===== src/hdl/fsc_pkg.sv =====
// Package of constants and types for the FP status/control register bank
package fsc_pkg;
   // Register byte offsets on APB
   localparam logic [7:0] FSC_OFS_STATUS_CONTROL = 8'h00;
   localparam logic [7:0] FSC_OFS_TRANSFER       = 8'h04;
   localparam logic [7:0] FSC_OFS_EVENT_STATUS   = 8'h08;
   localparam logic [7:0] FSC_OFS_EVENT_MASK     = 8'h0C;
   // Field positions
   localparam int FSC_BIT_BANK_SWAP   = 21;
   localparam int FSC_BIT_MOVE_WIDTH  = 20;
   localparam int FSC_BIT_PRECISION   = 19;
   localparam int FSC_BIT_DENORMAL    = 18;
   localparam int FSC_CAUSE_LSB       = 12;
   localparam int FSC_ENABLE_LSB      = 7;
   localparam int FSC_FLAG_LSB        = 2;
   localparam int FSC_ROUND_LSB       = 0;
   // Reset values
   localparam logic       FSC_RST_DENORMAL  = 1'h1;
   localparam logic [1:0] FSC_RST_ROUNDING  = 2'h1;
   localparam logic [1:0] FSC_EVENT_RST     = 2'h0;
   // Rounding encodings
   localparam logic [1:0] FSC_ROUND_NEAREST = 2'h0;
   localparam logic [1:0] FSC_ROUND_ZERO    = 2'h1;
   // Exception vector: [5]=error [4]=invalid [3]=div0 [2]=overflow [1]=underflow [0]=inexact
   typedef logic [5:0] fsc_cause_type;
   typedef logic [4:0] fsc_exc_type;
   // Mode bits presented to the datapath
   typedef struct packed {
      logic       bank_swap_select;
      logic       move_width_select;
      logic       precision_select;
      logic       denormal_to_zero;
      logic [1:0] rounding_select;
   } fsc_mode_type;
   // Event status bits: [1] trap raised, [0] untrapped exception recorded
   typedef logic [1:0] fsc_event_type;
endpackage


===== src/hdl/fsc_regs.sv =====
// FP status/control and FPU-CPU transfer register bank with APB slave
`timescale 1ns/1ps
`default_nettype none
module fsc_regs
(
   input  wire logic                 i_ref_clk,
   input  wire logic                 i_rst_n,
   // APB slave
   input  wire logic                 i_psel,
   input  wire logic                 i_penable,
   input  wire logic                 i_pwrite,
   input  wire logic [7:0]           i_paddr,
   input  wire logic [31:0]          i_pwdata,
   output logic      [31:0]          o_prdata,
   output logic                      o_pready,
   output logic                      o_pslverr,
   // Datapath side
   input  wire logic                 i_op_start,
   input  wire logic                 i_exc_valid,
   input  wire fsc_pkg::fsc_cause_type i_exc_cause,
   input  wire logic                 i_xfer_we,
   input  wire logic [31:0]          i_xfer_wdata,
   output logic      [31:0]          o_xfer_data,
   output fsc_pkg::fsc_mode_type     o_mode,
   output logic                      o_fp_trap,
   output logic                      o_irq
);
   logic                 bank_reg, width_reg, prec_reg, dnz_reg;
   logic [1:0]           round_reg;
   fsc_pkg::fsc_cause_type cause_reg;
   fsc_pkg::fsc_exc_type enable_reg, flag_reg;
   logic [31:0]          xfer_reg;
   fsc_pkg::fsc_event_type evt_reg, mask_reg;
   logic                 wr_stb, rd_stb, hit;
   logic [31:0]          sc_word;
   fsc_pkg::fsc_exc_type exc5;
   logic                 trap_now;

   // Address decode, used for reads and writes
   function automatic logic known_addr(input logic [7:0] a);
      known_addr = (a == fsc_pkg::FSC_OFS_STATUS_CONTROL) || (a == fsc_pkg::FSC_OFS_TRANSFER) ||
                   (a == fsc_pkg::FSC_OFS_EVENT_STATUS) || (a == fsc_pkg::FSC_OFS_EVENT_MASK);
   endfunction

   // APB strobes: first cycle of a two-cycle access phase, before ready
   assign hit    = known_addr(i_paddr);
   assign wr_stb = i_psel && i_penable && i_pwrite && !o_pready;
   assign rd_stb = i_psel && i_penable && !i_pwrite && !o_pready;
   assign exc5   = i_exc_cause[4:0];
   assign trap_now = i_exc_valid && |(exc5 & enable_reg);

   // Assembled status/control word, reserved bits zero
   always_comb
   begin
      sc_word = 32'h0000_0000;
      sc_word[fsc_pkg::FSC_BIT_BANK_SWAP]  = bank_reg;
      sc_word[fsc_pkg::FSC_BIT_MOVE_WIDTH] = width_reg;
      sc_word[fsc_pkg::FSC_BIT_PRECISION]  = prec_reg;
      sc_word[fsc_pkg::FSC_BIT_DENORMAL]   = dnz_reg;
      sc_word[fsc_pkg::FSC_CAUSE_LSB +: 6] = cause_reg;
      sc_word[fsc_pkg::FSC_ENABLE_LSB +: 5] = enable_reg;
      sc_word[fsc_pkg::FSC_FLAG_LSB +: 5]  = flag_reg;
      sc_word[fsc_pkg::FSC_ROUND_LSB +: 2] = round_reg;
   end

   // Mode bits and trap enables, software written
   always_ff @(posedge i_ref_clk or negedge i_rst_n)
   begin
      if (!i_rst_n)
      begin
         bank_reg   <= 1'b0;
         width_reg  <= 1'b0;
         prec_reg   <= 1'b0;
         dnz_reg    <= fsc_pkg::FSC_RST_DENORMAL;
         round_reg  <= fsc_pkg::FSC_RST_ROUNDING;
         enable_reg <= '0;
      end
      else if (wr_stb && i_paddr == fsc_pkg::FSC_OFS_STATUS_CONTROL)
      begin
         bank_reg   <= i_pwdata[fsc_pkg::FSC_BIT_BANK_SWAP];
         width_reg  <= i_pwdata[fsc_pkg::FSC_BIT_MOVE_WIDTH];
         prec_reg   <= i_pwdata[fsc_pkg::FSC_BIT_PRECISION];
         dnz_reg    <= i_pwdata[fsc_pkg::FSC_BIT_DENORMAL];
         round_reg  <= i_pwdata[fsc_pkg::FSC_ROUND_LSB +: 2];
         enable_reg <= i_pwdata[fsc_pkg::FSC_ENABLE_LSB +: 5];
      end
   end

   // Cause field: cleared per operation, exception bits set, set wins
   always_ff @(posedge i_ref_clk or negedge i_rst_n)
   begin
      if (!i_rst_n)
         cause_reg <= '0;
      else if (i_op_start || i_exc_valid)
         cause_reg <= (i_op_start ? 6'h00 : cause_reg) | (i_exc_valid ? i_exc_cause : 6'h00);
      else if (wr_stb && i_paddr == fsc_pkg::FSC_OFS_STATUS_CONTROL)
         cause_reg <= i_pwdata[fsc_pkg::FSC_CAUSE_LSB +: 6];
   end

   // Sticky flags: software write, exception set wins
   always_ff @(posedge i_ref_clk or negedge i_rst_n)
   begin
      if (!i_rst_n)
         flag_reg <= '0;
      else
         flag_reg <= ((wr_stb && i_paddr == fsc_pkg::FSC_OFS_STATUS_CONTROL) ?
                      i_pwdata[fsc_pkg::FSC_FLAG_LSB +: 5] : flag_reg) |
                     (i_exc_valid ? exc5 : 5'h00);
   end

   // Transfer register, no reset on content
   always_ff @(posedge i_ref_clk)
   begin
      if (i_xfer_we)
         xfer_reg <= i_xfer_wdata;
      else if (wr_stb && i_paddr == fsc_pkg::FSC_OFS_TRANSFER)
         xfer_reg <= i_pwdata;
   end

   // Event status W1C, set wins; event mask
   always_ff @(posedge i_ref_clk or negedge i_rst_n)
   begin
      if (!i_rst_n)
      begin
         evt_reg  <= fsc_pkg::FSC_EVENT_RST;
         mask_reg <= fsc_pkg::FSC_EVENT_RST;
      end
      else
      begin
         evt_reg <= (evt_reg & ~((wr_stb && i_paddr == fsc_pkg::FSC_OFS_EVENT_STATUS) ?
                                 i_pwdata[1:0] : 2'h0)) |
                    {trap_now, i_exc_valid && !trap_now};
         if (wr_stb && i_paddr == fsc_pkg::FSC_OFS_EVENT_MASK)
            mask_reg <= i_pwdata[1:0];
      end
   end

   // Outputs from flops: trap pulse, irq level, mode copy
   always_ff @(posedge i_ref_clk or negedge i_rst_n)
   begin
      if (!i_rst_n)
      begin
         o_fp_trap <= 1'b0;
         o_irq     <= 1'b0;
         o_mode    <= '{1'b0, 1'b0, 1'b0, fsc_pkg::FSC_RST_DENORMAL, fsc_pkg::FSC_RST_ROUNDING};
      end
      else
      begin
         o_fp_trap <= trap_now;
         o_irq     <= |(evt_reg & mask_reg);
         o_mode    <= '{bank_reg, width_reg, prec_reg, dnz_reg, round_reg};
      end
   end

   // Datapath view of transfer register
   always_ff @(posedge i_ref_clk)
      o_xfer_data <= i_xfer_we ? i_xfer_wdata : xfer_reg;

   // APB answer: ready one cycle into access phase
   always_ff @(posedge i_ref_clk or negedge i_rst_n)
   begin
      if (!i_rst_n)
      begin
         o_pready  <= 1'b0;
         o_pslverr <= 1'b0;
         o_prdata  <= 32'h0000_0000;
      end
      else
      begin
         o_pready  <= i_psel && i_penable && !o_pready;
         o_pslverr <= i_psel && i_penable && !o_pready && !hit;
         if (rd_stb)
         begin
            unique case (i_paddr)
               fsc_pkg::FSC_OFS_STATUS_CONTROL: o_prdata <= sc_word;
               fsc_pkg::FSC_OFS_TRANSFER:       o_prdata <= xfer_reg;
               fsc_pkg::FSC_OFS_EVENT_STATUS:   o_prdata <= {30'h0, evt_reg};
               fsc_pkg::FSC_OFS_EVENT_MASK:     o_prdata <= {30'h0, mask_reg};
               default:                         o_prdata <= 32'h0000_0000;
            endcase
         end
      end
   end

   // Checks
   property p_reserved_zero;
      @(posedge i_ref_clk) disable iff (!i_rst_n)
      rd_stb && i_paddr == fsc_pkg::FSC_OFS_STATUS_CONTROL |=> o_prdata[31:22] == 10'h000;
   endproperty
   a_reserved_zero: assert property (p_reserved_zero) else $error("reserved bits nonzero");

   property p_cause_clear;
      @(posedge i_ref_clk) disable iff (!i_rst_n)
      i_op_start && !i_exc_valid |=> cause_reg == 6'h00;
   endproperty
   a_cause_clear: assert property (p_cause_clear) else $error("cause not cleared");

   property p_exc_sets;
      @(posedge i_ref_clk) disable iff (!i_rst_n)
      i_exc_valid |=> ((cause_reg & $past(i_exc_cause)) == $past(i_exc_cause)) &&
                      ((flag_reg & $past(exc5)) == $past(exc5));
   endproperty
   a_exc_sets: assert property (p_exc_sets) else $error("exception bits not set");

   property p_flag_sticky;
      @(posedge i_ref_clk) disable iff (!i_rst_n)
      !(wr_stb && i_paddr == fsc_pkg::FSC_OFS_STATUS_CONTROL) |=>
         ((flag_reg & $past(flag_reg)) == $past(flag_reg));
   endproperty
   a_flag_sticky: assert property (p_flag_sticky) else $error("flag dropped");

   property p_trap;
      @(posedge i_ref_clk) disable iff (!i_rst_n)
      i_exc_valid && |(exc5 & enable_reg) |=> o_fp_trap ##1 !o_fp_trap || $past(trap_now);
   endproperty
   a_trap: assert property (p_trap) else $error("trap missing");

   property p_no_trap;
      @(posedge i_ref_clk) disable iff (!i_rst_n)
      !(i_exc_valid && |(exc5 & enable_reg)) |=> !o_fp_trap;
   endproperty
   a_no_trap: assert property (p_no_trap) else $error("spurious trap");

   property p_mode_out;
      @(posedge i_ref_clk) disable iff (!i_rst_n)
      1'b1 |=> o_mode == {$past(bank_reg), $past(width_reg), $past(prec_reg),
                          $past(dnz_reg), $past(round_reg)};
   endproperty
   a_mode_out: assert property (p_mode_out) else $error("mode output stale");

   property p_xfer_write;
      @(posedge i_ref_clk) disable iff (!i_rst_n)
      i_xfer_we |=> xfer_reg == $past(i_xfer_wdata) &&
                    o_xfer_data == $past(i_xfer_wdata);
   endproperty
   a_xfer_write: assert property (p_xfer_write) else $error("transfer register lost");

   property p_xfer_apb;
      @(posedge i_ref_clk) disable iff (!i_rst_n)
      wr_stb && i_paddr == fsc_pkg::FSC_OFS_TRANSFER && !i_xfer_we |=>
         xfer_reg == $past(i_pwdata);
   endproperty
   a_xfer_apb: assert property (p_xfer_apb) else $error("transfer write lost");

   property p_bank_write;
      @(posedge i_ref_clk) disable iff (!i_rst_n)
      wr_stb && i_paddr == fsc_pkg::FSC_OFS_STATUS_CONTROL |=>
         bank_reg == $past(i_pwdata[fsc_pkg::FSC_BIT_BANK_SWAP]);
   endproperty
   a_bank_write: assert property (p_bank_write) else $error("bank select not written");

   property p_width_write;
      @(posedge i_ref_clk) disable iff (!i_rst_n)
      wr_stb && i_paddr == fsc_pkg::FSC_OFS_STATUS_CONTROL |=>
         width_reg == $past(i_pwdata[fsc_pkg::FSC_BIT_MOVE_WIDTH]);
   endproperty
   a_width_write: assert property (p_width_write) else $error("move width not written");

   property p_prec_write;
      @(posedge i_ref_clk) disable iff (!i_rst_n)
      wr_stb && i_paddr == fsc_pkg::FSC_OFS_STATUS_CONTROL |=>
         prec_reg == $past(i_pwdata[fsc_pkg::FSC_BIT_PRECISION]);
   endproperty
   a_prec_write: assert property (p_prec_write) else $error("precision not written");

   property p_dnz_write;
      @(posedge i_ref_clk) disable iff (!i_rst_n)
      wr_stb && i_paddr == fsc_pkg::FSC_OFS_STATUS_CONTROL |=>
         dnz_reg == $past(i_pwdata[fsc_pkg::FSC_BIT_DENORMAL]);
   endproperty
   a_dnz_write: assert property (p_dnz_write) else $error("denormal mode not written");

   property p_round_write;
      @(posedge i_ref_clk) disable iff (!i_rst_n)
      wr_stb && i_paddr == fsc_pkg::FSC_OFS_STATUS_CONTROL |=>
         round_reg == $past(i_pwdata[fsc_pkg::FSC_ROUND_LSB +: 2]);
   endproperty
   a_round_write: assert property (p_round_write) else $error("rounding not written");

   property p_enable_write;
      @(posedge i_ref_clk) disable iff (!i_rst_n)
      wr_stb && i_paddr == fsc_pkg::FSC_OFS_STATUS_CONTROL |=>
         enable_reg == $past(i_pwdata[fsc_pkg::FSC_ENABLE_LSB +: 5]);
   endproperty
   a_enable_write: assert property (p_enable_write) else $error("enable not written");

   property p_exc_fields;
      @(posedge i_ref_clk) disable iff (!i_rst_n)
      i_exc_valid |=>
         ((sc_word[fsc_pkg::FSC_CAUSE_LSB +: 6] & $past(i_exc_cause)) == $past(i_exc_cause)) &&
         ((sc_word[fsc_pkg::FSC_FLAG_LSB +: 5] & $past(exc5)) == $past(exc5));
   endproperty
   a_exc_fields: assert property (p_exc_fields) else $error("exception bit misplaced");

   property p_event_sticky;
      @(posedge i_ref_clk) disable iff (!i_rst_n)
      !(wr_stb && i_paddr == fsc_pkg::FSC_OFS_EVENT_STATUS) |=>
         ((evt_reg & $past(evt_reg)) == $past(evt_reg));
   endproperty
   a_event_sticky: assert property (p_event_sticky) else $error("event bit dropped");

   property p_ready_pulse;
      @(posedge i_ref_clk) disable iff (!i_rst_n)
      o_pready |=> !o_pready;
   endproperty
   a_ready_pulse: assert property (p_ready_pulse) else $error("ready held too long");

   property p_err_ready;
      @(posedge i_ref_clk) disable iff (!i_rst_n)
      o_pslverr |-> o_pready;
   endproperty
   a_err_ready: assert property (p_err_ready) else $error("error without ready");
endmodule // fsc_regs
`default_nettype wire


===== config.mk =====
export PLATFORM = sky130hd
export DESIGN_NAME = fsc_regs
export DESIGN_NICKNAME = d
export VERILOG_FILES = /design/src/hdl/fsc_pkg.sv /design/src/hdl/fsc_regs.sv
export SDC_FILE = /design/constraint.sdc
export NUM_CORES = 1
export LEC_CHECK = 0
export BUFFER_PORTS_ARGS = -buffer_cell sky130_fd_sc_hd__buf_2
export CAP_MARGIN = 20
export CORE_ASPECT_RATIO = 1.75
export CORE_UTILIZATION = 50
export DETAILED_ROUTE_END_ITERATION = 8
export PLACE_DENSITY_LB_ADDON = 0.12
export SETUP_SLACK_MARGIN = 0.3
export SYNTH_ARGS = -nofsm -noshare
export SYNTH_HDL_FRONTEND = slang
export SYNTH_SLANG_ARGS = --single-unit
export TNS_END_PERCENT = 1

===== constraint.sdc =====
create_clock -name i_ref_clk -period 4.2 [get_ports i_ref_clk]
set_input_delay 0.21 -clock i_ref_clk [delete_from_list [all_inputs] [get_ports i_ref_clk]]
set_output_delay 0.21 -clock i_ref_clk [all_outputs]
set_load 0.01 [all_outputs]

==> results.json, run 1 <==
{
  "groute.usage.overall": 0.2341,
  "io_pins": 160,
  "place_area_um2": 6161,
  "nFillCells": 828,
  "cp_cell_sequence": "or3_1 -> buf_4 -> or2_4 -> o21ai_2",
  "cp.required_ps": 4540,
  "cpPeakStageDelay_ps": 640,
  "slew_headroom": 0.4111,
  "cts_buffers": 17,
  "power_mw": 3.267,
  "synth_nets": 551,
  "place.gp.congestion": 0.7736,
  "grt_start_max_net_pins": 72,
  "end_kind": "flip-flop",
  "die-area_um2": 11030,
  "cts_tree": "done",
  "nets": 708,
  "fin_ws_ps": 2119,
  "postRouteWirelength_um": 12060,
  "setup_violations": 0,
  "setup-tns-final_ps": 0,
  "synth_edf_count": 32,
  "htreeDepth": 4,
  "die_h_um": 138.2,
  "clockRootBuffer": "clkbuf_16",
  "fin_util": 0.6644,
  "place_ws_ps": 1727,
  "cts.sinks": 132,
  "cp.arrival_ps": 2420,
  "wl_per_cell_um": 15.83,
  "fmax_mhz": 480.5,
  "worst_pin_slew_ps": 883.3,
  "syn2layout_area_growth_pct": 29.08,
  "crit_fanout": 21,
  "antenna_cells": 0,
  "cp_top_family": "simple AND/OR/NAND/NOR gates",
  "cp-start-kind": "flip-flop",
  "ys_warn_count": 0,
  "syn_inst": 465,
  "max-vdd-ir-drop_mv": 0.3587,
  "fin_skew_ps": 11.65,
  "overflow": 0,
  "drv_slew": 0,
  "drive_above_1_share": 0.3764,
  "synth_area_um2": 5301,
  "dp_cells": 729,
  "status": "finished, final reports clean",
  "vias": 3896,
  "syn_avg_cell_area_um2": 11.40,
  "drt_pass1_iterations": 4,
  "drtIter0Drc": 181,
  "dp_hpwl_um": 8256,
  "row_count": 49,
  "core_um2": 10300,
  "fin_cells": 762,
  "cts_buffer_depth": 2,
  "timing.hold.ws_ps": 17.61,
  "period_share": 0.4955,
  "power_density_nw_per_um2": 477.5,
  "ys.flop_type": "dfrtp_1",
  "min_path_type": "input pin to flip-flop",
  "criticalPathCategory": "flip-flop to flip-flop",
  "clk_pin_slew_ps": 60,
  "die_x_um": 79.84,
  "power.static_leakage_nw": 3.543,
  "slowest_stage": "or3_1",
  "drtAntennaViolNets": 0,
  "viasPerCell": 5.113,
  "crit_buf_inv": 1,
  "port-buffer-count": 159,
  "grt_pass1_wl_um": 19400,
  "insertion_delay_ps": 410,
  "antenna_found_initial": 0,
  "ys_types": 39,
  "drc": 0,
  "initial_core_util": 0.5147,
  "grt_pass1_vias": 3910,
  "final_hold_viol_count": 0,
  "synthArstFlopShare": 0.5152,
  "fin_area_um2": 6843,
  "ctsResizeCount": 0,
  "fin_crit_ps": 2081,
  "rsz0062_at_grt": "false",
  "ys_seq_area_frac": 0.6240,
  "ys_seq_elements": 132,
  "maxCapViolations": 0
}
==> worst paths after layout <==
| check | startpoint | end | slack [ps] | cells after the start |
|---|---|---|---|---|
| max | o_pready$_DFF_PN0_ | o_prdata[13]$_DFFE_PN0P_ | 2120 | 4 |
| min | i_xfer_wdata[6] | o_xfer_data[6]$_DFF_P_ | 20 | 3 |
| max reg2reg | o_pready$_DFF_PN0_ | o_prdata[13]$_DFFE_PN0P_ | 2120 | 4 |
| min reg2reg | round_reg[0]$_DFFE_PN1N_ | o_mode[0]$_DFF_PN1_ | 370 | 0 |
| max in group asynchronous | i_rst_n | cause_reg[3]$_DFFE_PN0P_ | 3160 | 2 |
| min in group asynchronous | i_rst_n | o_prdata[28]$_DFFE_PN0P_ | 470 | 2 |
==> cells in the final DEF, fill, tap and decap left out, drive strengths merged, types with 3 or more instances in the layout <==
master and instances:
inv 66, a22o 13, clkbuf 24, dfrtp 64
o21ai 90, dfstp 4, dfxtp 32, buf 161
or3 3, clkinv 6, edfxtp 32, nand2 60
a21oi 10, nor3 4, mux2i 31, mux2 13
==> cell usage after synthesis, drive strengths merged (2+ instances only) <==
master | number | area share
mux4 | 2 | 0.0085
nand2 | 60 | 0.043
or3 | 3 | 0.0045
o21ai | 90 | 0.099
a21oi | 10 | 0.0094
clkbuf | 19 | 0.013
nand3 | 2 | 0.0019
buf | 5 | 0.0080
dfrtp | 64 | 0.30
mux2i | 31 | 0.059
mux2 | 13 | 0.031
a22o | 13 | 0.021
dfstp | 4 | 0.020
or2 | 2 | 0.0028
dfxtp | 32 | 0.12
nor3 | 4 | 0.0059
inv | 66 | 0.047
edfxtp | 32 | 0.18
nor2 | 2 | 0.0014
==> what timing repair did <==
action                                  CTS  global route
buffers inserted                          0             0
endpoints found under the hold margin    64             0
hold buffers                              1             0
endpoints found under the setup margin    0             0
==> tightest hold or removal path, delay by kind of cell <==
family | cells | cell delay, ps
buffers and inverters | 1 | 80
AO/OA/AOI/OAI | 1 | 60
AND/OR/NAND/NOR | 1 | 50
==> area by class of cell <==
cell class                      count  area [µm²]  share of cell area
Clock buffer                       24       566.8             0.08283
Inverter                           66       247.7             0.03620
Timing Repair Buffer              162       823.3              0.1203
Sequential cell                   132        3308              0.4835
Multi-Input combinational cell    243        1633              0.2386
Clock inverter                      8       105.1             0.01536
Tap cell                          127       158.9             0.02322
==> cells by family (layout without fill, tap and decap cells) <==
kind of cell,count (synthesis),in the layout,synth area share
flops,132,132,0.6240
buf+inv,90,260,0.06821
mux,46,46,0.09818
compound gates,120,120,0.1414
simple gates,77,77,0.06821
==> metal layers <==
metal,vias up,share of wire,global-route usage
li1,1895,-,-
met1,1864,0.40,0.2724
met2,127,0.55,0.4215
met3,10,0.041,0.04950
met4,0,0.010,0.07049
met5,-,0,0
==> power breakdown <==
part,internal [mW],switching [mW],leakage [nW]
Sequential,1.39,0.0301,1.47
Combinational,0.0963,0.141,1.74
Clock,1.07,0.543,0.333
Note: power is estimated with default switching activity, not from simulation.
==> run 2, diff against run 1 <==
- clock period: 4.2 -> 2.1 ns (I/O delays scaled with it)
==> run 2 against run 1 <==
Effect of this change: critical path depth up 1; critical path type unchanged; via count increased by 6.8%; critical endpoint is now enable_reg[3]$_DFFE_PN0N_; clock power increased by 84%.
==> results.json, run 2 (synthesized netlist as in run 1, its figures left out) <==
{
  "multiInputGateArea_um2": 1655,
  "post_cts.repair.setup_buffers": 0,
  "hp-start": "i_exc_cause[1]",
  "r2r-start": "o_pready$_DFF_PN0_",
  "maxCapViolations": 0,
  "cts_buffer_depth": 2,
  "setup_violations": 0,
  "slew_headroom": 0.4207,
  "nets": 771,
  "rr_worst_depth": 5,
  "initial_core_util": 0.5147,
  "power_density_nw_per_um2": 857.2,
  "r2r_end": "enable_reg[3]$_DFFE_PN0N_",
  "port-buffer-count": 159,
  "clockRootBuffer": "clkbuf_16",
  "wl_per_cell_um": 15.56,
  "fin_cells": 825,
  "drive_above_1_share": 0.3582,
  "row_count": 49,
  "timing.hold.ws_ps": 15.07,
  "cts_tree": "done",
  "cts_buffers": 17,
  "end_kind": "flip-flop",
  "dp_cells": 737,
  "r2r_slack_ps": 440,
  "clk_pin_slew_ps": 60,
  "viasPerCell": 5.042,
  "antenna_cells": 0,
  "cp_cell_sequence": "nand4b_1 -> nor2_2 -> nand2_2 -> buf_4 -> mux2_4",
  "min_path_type": "input pin to flip-flop",
  "max-vdd-ir-drop_mv": 0.6547,
  "period_share": 0.7905,
  "rsz0062_at_grt": "false",
  "status": "finished, final reports clean",
  "power_mw": 6.381,
  "final_common_cell": "buf_2",
  "core_um2": 10300,
  "slowest_stage": "dfrtp_1",
  "final_cell_mix": "buf_2, inv_1, o21ai_0, dfrtp_1, nand2_1",
  "grt_pass1_wl_um": 20690,
  "drtIter0Drc": 174,
  "worstHoldEndpoint": "cause_reg[1]$_DFFE_PN0P_",
  "final_hold_viol_count": 0,
  "worstHoldPathCells": 3,
  "setup-tns-final_ps": 0,
  "drt_pass1_iterations": 5,
  "cp.required_ps": 2390,
  "dp_hpwl_um": 8745,
  "overflow": 0,
  "die_h_um": 138.2,
  "place.gp.congestion": 0.7751,
  "fin_crit_ps": 1660,
  "drtAntennaViolNets": 0,
  "die-area_um2": 11030,
  "power.static_leakage_nw": 3.786,
  "cts.sinks": 132,
  "die_x_um": 79.84,
  "htreeDepth": 4,
  "fin_skew_ps": 7.027,
  "grt_start_max_net_pins": 69,
  "crit_fanout": 11,
  "cpPeakStageDelay_ps": 410,
  "antenna_found_initial": 0,
  "register_area_um2": 3308,
  "vias": 4160,
  "syn2layout_area_growth_pct": 40.41,
  "worst_pin_slew_ps": 869.0,
  "io_pins": 160,
  "cp.arrival_ps": 1950,
  "fmax_mhz": 602.4,
  "grt_pass1_vias": 4327,
  "cp-start-kind": "flip-flop",
  "drv_slew": 0,
  "postRouteWirelength_um": 12840,
  "nFillCells": 765,
  "groute.usage.overall": 0.2504,
  "drc": 0,
  "insertion_delay_ps": 410,
  "criticalPathCategory": "flip-flop to flip-flop"
}
[run 2: changes by cell type in the layout (fill, tap and decap cells not counted), moves of 2 or more]
cell	delta
dlygate4sd3_1	+55
buf_4	+5
buf_12	+3
clkbuf_16	-3
clkbuf_8	-3
inv_6	+3
clkinvlp_4	+2
[run 2: area by class of cell]
| type | instances | share of cell area |
|---|---|---|
| clock buffer | 18 | 0.06051 |
| tap | 127 | 0.02135 |
| sequential | 132 | 0.4444 |
| inverter | 66 | 0.03328 |
| clock inverter | 14 | 0.02034 |
| timing repair buffer | 225 | 0.1977 |
| multi-input combinational | 243 | 0.2224 |
[run 2: how the worst max path moves through the flow]
stage	startpoint	to	slack, ps	cells past startpoint
global route	o_pready$_DFF_PN0_	enable_reg[1]$_DFFE_PN0N_	360	5
CTS	o_pready$_DFF_PN0_	enable_reg[3]$_DFFE_PN0N_	410	5
finish	o_pready$_DFF_PN0_	enable_reg[3]$_DFFE_PN0N_	440	5
floorplan	i_paddr[5]	xfer_reg[0]$_DFFE_PP_	370	4
global placement	i_paddr[5]	o_prdata[9]$_DFFE_PN0P_	140	5
detailed placement	i_paddr[5]	o_prdata[19]$_DFFE_PN0P_	100	5
[run 2: routing by layer]
metal	part of all wire	vias to the layer above	GRT usage
met5	0	-	0
met4	0.018	0	0.09962
met3	0.043	21	0.04686
met2	0.55	153	0.4480
met1	0.39	1974	0.2869
li1	-	2012	-
[run 2: worst max-delay path, delay by kind of cell (launching register included)]
kind          cells  cell delay [ps]
buf+inv           1              210
flops             1              410
mux               1              310
simple gates      3              620
[run 2: report_power, final]
part	internal, mW	switching (mW)
clock network	1.83	1.13
logic	0.274	0.303
registers	2.78	0.0628
total	4.88	1.50
[run 2: what timing repair did]
item | in CTS | in global routing
pin swaps | 0 | 0
hold endpoints to repair | 133 | 0
hold buffers | 56 | 0
resized for setup | 1 | 1
setup endpoints to repair | 20 | 1
[run 2: through the flow]
stage          utilization  setup WS, ps  instance area, µm²
4_1_cts             0.7224         414.5                7441
3_3_place_gp        0.6091         143.3                6274
5_1_grt             0.7227         357.3                7443
3_5_place_dp        0.6091         95.78                6274
6_report            0.7227         440.0                7443
2_1_floorplan            -         370.1                5318
==> run 3, diff against run 2 <==
- ABC_AREA: unset -> 1
- CORE_UTILIZATION: 50 -> 46
- clock period: 2.1 -> 1.4 ns (I/O delays scaled with it)
==> run 3 against run 2 <==
Effect of this change: clock power rose by 45%; clock-buffer cell count grew 1; total power rose by 49%; via count is 15% higher; critical endpoint is now xfer_reg[26]$_DFFE_PP_; non-clock buffer count is 17 higher; clock skew increased by 1.4 ps.
==> results.json, run 3 <==
{
  "synth_nets": 669,
  "synthTopCellsByCount": "nand2_1, dfrtp_1, inv_1",
  "seq_power_share": 0.448,
  "r2r_end": "xfer_reg[26]$_DFFE_PP_",
  "setup-tns-final_ps": 0,
  "grt_start_max_net_pins": 79,
  "ys_types": 27,
  "cts_tree": "done",
  "vias": 4775,
  "drc": 0,
  "slowest_stage": "dfrtp_1",
  "groute.usage.overall": 0.2548,
  "dp_cells": 865,
  "synth_area_um2": 5311,
  "place_area_um2": 6325,
  "synth.top_cell.area_share": 0.3015,
  "synthArstFlopShare": 0.5152,
  "dp_hpwl_um": 9282,
  "cp.required_ps": 1510,
  "ys_seq_area_frac": 0.6229,
  "postRouteWirelength_um": 14650,
  "cp_cell_sequence": "nand3b_4 -> nor2_4 -> nand2_8 -> nand2_8",
  "io_pins": 160,
  "cp.arrival_ps": 1470,
  "power.static_leakage_nw": 3.945,
  "cpMostUsedCell": "nand2_8",
  "antenna_found_initial": 0,
  "ys_warn_count": 0,
  "clk_pin_slew_ps": 60,
  "worst_pin_slew_ps": 453.5,
  "port-buffer-count": 159,
  "switching_power_mw": 2.234,
  "criticalPathCategory": "flip-flop to flip-flop",
  "p_comb_frac": 0.099,
  "die-area_um2": 12000,
  "initial_core_util": 0.4756,
  "rr_worst_depth": 4,
  "place.gp.congestion": 0.8636,
  "synth_most_common_cell": "nand2_1",
  "setup_violations": 0,
  "grt_pass1_vias": 4966,
  "intPower_mw": 7.246,
  "rsz0062_at_grt": "true",
  "cpPeakStageDelay_ps": 380,
  "die_x_um": 83.23,
  "ys.flop_type": "dfrtp_1",
  "min_path_type": "input pin to flip-flop",
  "synth_edf_count": 32,
  "maxCapViolations": 0,
  "viasPerCell": 4.933,
  "fin_cells": 968,
  "drt_pass1_iterations": 5,
  "place_ws_ps": -41.52,
  "post_cts.repair.setup_buffers": 0,
  "core_um2": 11170,
  "status": "finished, final reports clean",
  "antenna_cells": 0,
  "end_kind": "flip-flop",
  "drv_slew": 0,
  "cts_buffer_depth": 2,
  "row_count": 51,
  "r2r-start": "o_pready$_DFF_PN0_",
  "slew_headroom": 0.6973,
  "yosys-top-cells-area": "dfrtp_1, edfxtp_1, nand2_1, dfxtp_1, o21ai_0",
  "power_density_nw_per_um2": 1232,
  "syn_inst": 583,
  "fmax_mhz": 733.0,
  "fin_ws_ps": 35.76,
  "syn_avg_cell_area_um2": 9.110,
  "htreeDepth": 4,
  "insertion_delay_ps": 410,
  "swShare": 0.2357,
  "wl_per_cell_um": 15.14,
  "ys_seq_elements": 132,
  "final_hold_viol_count": 0,
  "final_cell_mix": "nand2_1, buf_2, dlygate4sd3_1",
  "cts_buffers": 17,
  "r2r_slack_ps": 40,
  "cp-startpoint": "o_pready$_DFF_PN0_",
  "power_mw": 9.480,
  "drtAntennaViolNets": 0,
  "syn2layout_area_growth_pct": 44.83,
  "fin_area_um2": 7692,
  "max-vdd-ir-drop_mv": 1.287,
  "fin_crit_ps": 1364,
  "crit_fanout": 8,
  "fin_util": 0.6889,
  "cp-start-kind": "flip-flop",
  "yosysTopAreaCell": "dfrtp_1",
  "drtIter0Drc": 304,
  "cp-endpoint": "xfer_reg[26]$_DFFE_PP_",
  "cts.sinks": 132,
  "drive_above_1_share": 0.2787,
  "period_share": 0.9745,
  "fin_skew_ps": 8.393,
  "final_common_cell": "nand2_1",
  "die_h_um": 144.1,
  "clockPowerShare": 0.454,
  "grt_pass1_wl_um": 23570,
  "timing.hold.ws_ps": 26.16,
  "clockRootBuffer": "clkbuf_16",
  "overflow": 0,
  "nets": 909
}
==> run 3: cell count changes after synthesis, sizes merged, moves of 11 or more <==
cell   previous run  this run
nand2            60       217
mux2i            31         0
mux2             13         0
o21ai            90       103
a22o             13         2
nor2              2        13
==> run 3: kinds of logic after synthesis <==
logic type / Yosys count / synth area share
and+or+nand+nor: 240 / 0.1833
DFF: 132 / 0.6228
AOI/OAI and AO/OA: 121 / 0.1239
buffers and inverters: 90 / 0.06996
==> run 3: worst min-delay path by stage <==
stage               depth (start not counted)  slack [ps]      startpoint                    end
floorplan                                   0        -230         i_rst_n   bank_reg$_DFFE_PN0N_
global placement                            1          40         i_rst_n    o_pslverr$_DFF_PN0_
detailed placement                          1          40         i_rst_n    o_pslverr$_DFF_PN0_
CTS                                         5          10  i_exc_cause[3]  flag_reg[3]$_DFF_PN0_
global route                                5          50  i_exc_cause[3]  flag_reg[3]$_DFF_PN0_
finish                                      5          30  i_exc_cause[3]  flag_reg[3]$_DFF_PN0_
==> run 3: repair_timing <==
action,in CTS,in global routing
hold endpoints to repair,145,0
pin swaps,2,0
endpoints found under the setup margin,90,109
cloned,3,0
resized for setup,7,7
hold buffers,68,0
==> run 3: layout make-up <==
class / count / area (µm²)
Inverter: 66 / 254.0
Clock buffer: 19 / 442.9
Fill cell: 894 / 3475
Multi-Input combinational cell: 364 / 1747
Timing Repair Buffer: 242 / 1642
Clock inverter: 13 / 133.9
Sequential cell: 132 / 3308
Tap cell: 132 / 165.2
==> run 3: power groups by stage <==
stage / sequential [mW] / combinational, mW / clock (mW)
after floorplan: 4.36 / 0.313 / 0
after global placement: 4.31 / 0.739 / 0
after detailed placement: 4.31 / 0.757 / 0
after CTS: 4.24 / 0.931 / 4.35
after global routing: 4.27 / 1.04 / 4.50
final: 4.24 / 0.935 / 4.30
==> run 3: critical path: cells and delay by family, from the launching register on <==
family / cells / cell delay [ps]
flip-flops: 1 / 380
AND/OR/NAND/NOR: 4 / 660
==> run 3: layer usage <==
layer | global-route usage | vias up | wire length (µm)
li1 | - | 2350 | -
met1 | 0.2762 | 2216 | 5619
met2 | 0.4707 | 177 | 7873
met3 | 0.05879 | 32 | 831
met4 | 0.1143 | 0 | 330
met5 | 0 | - | 0
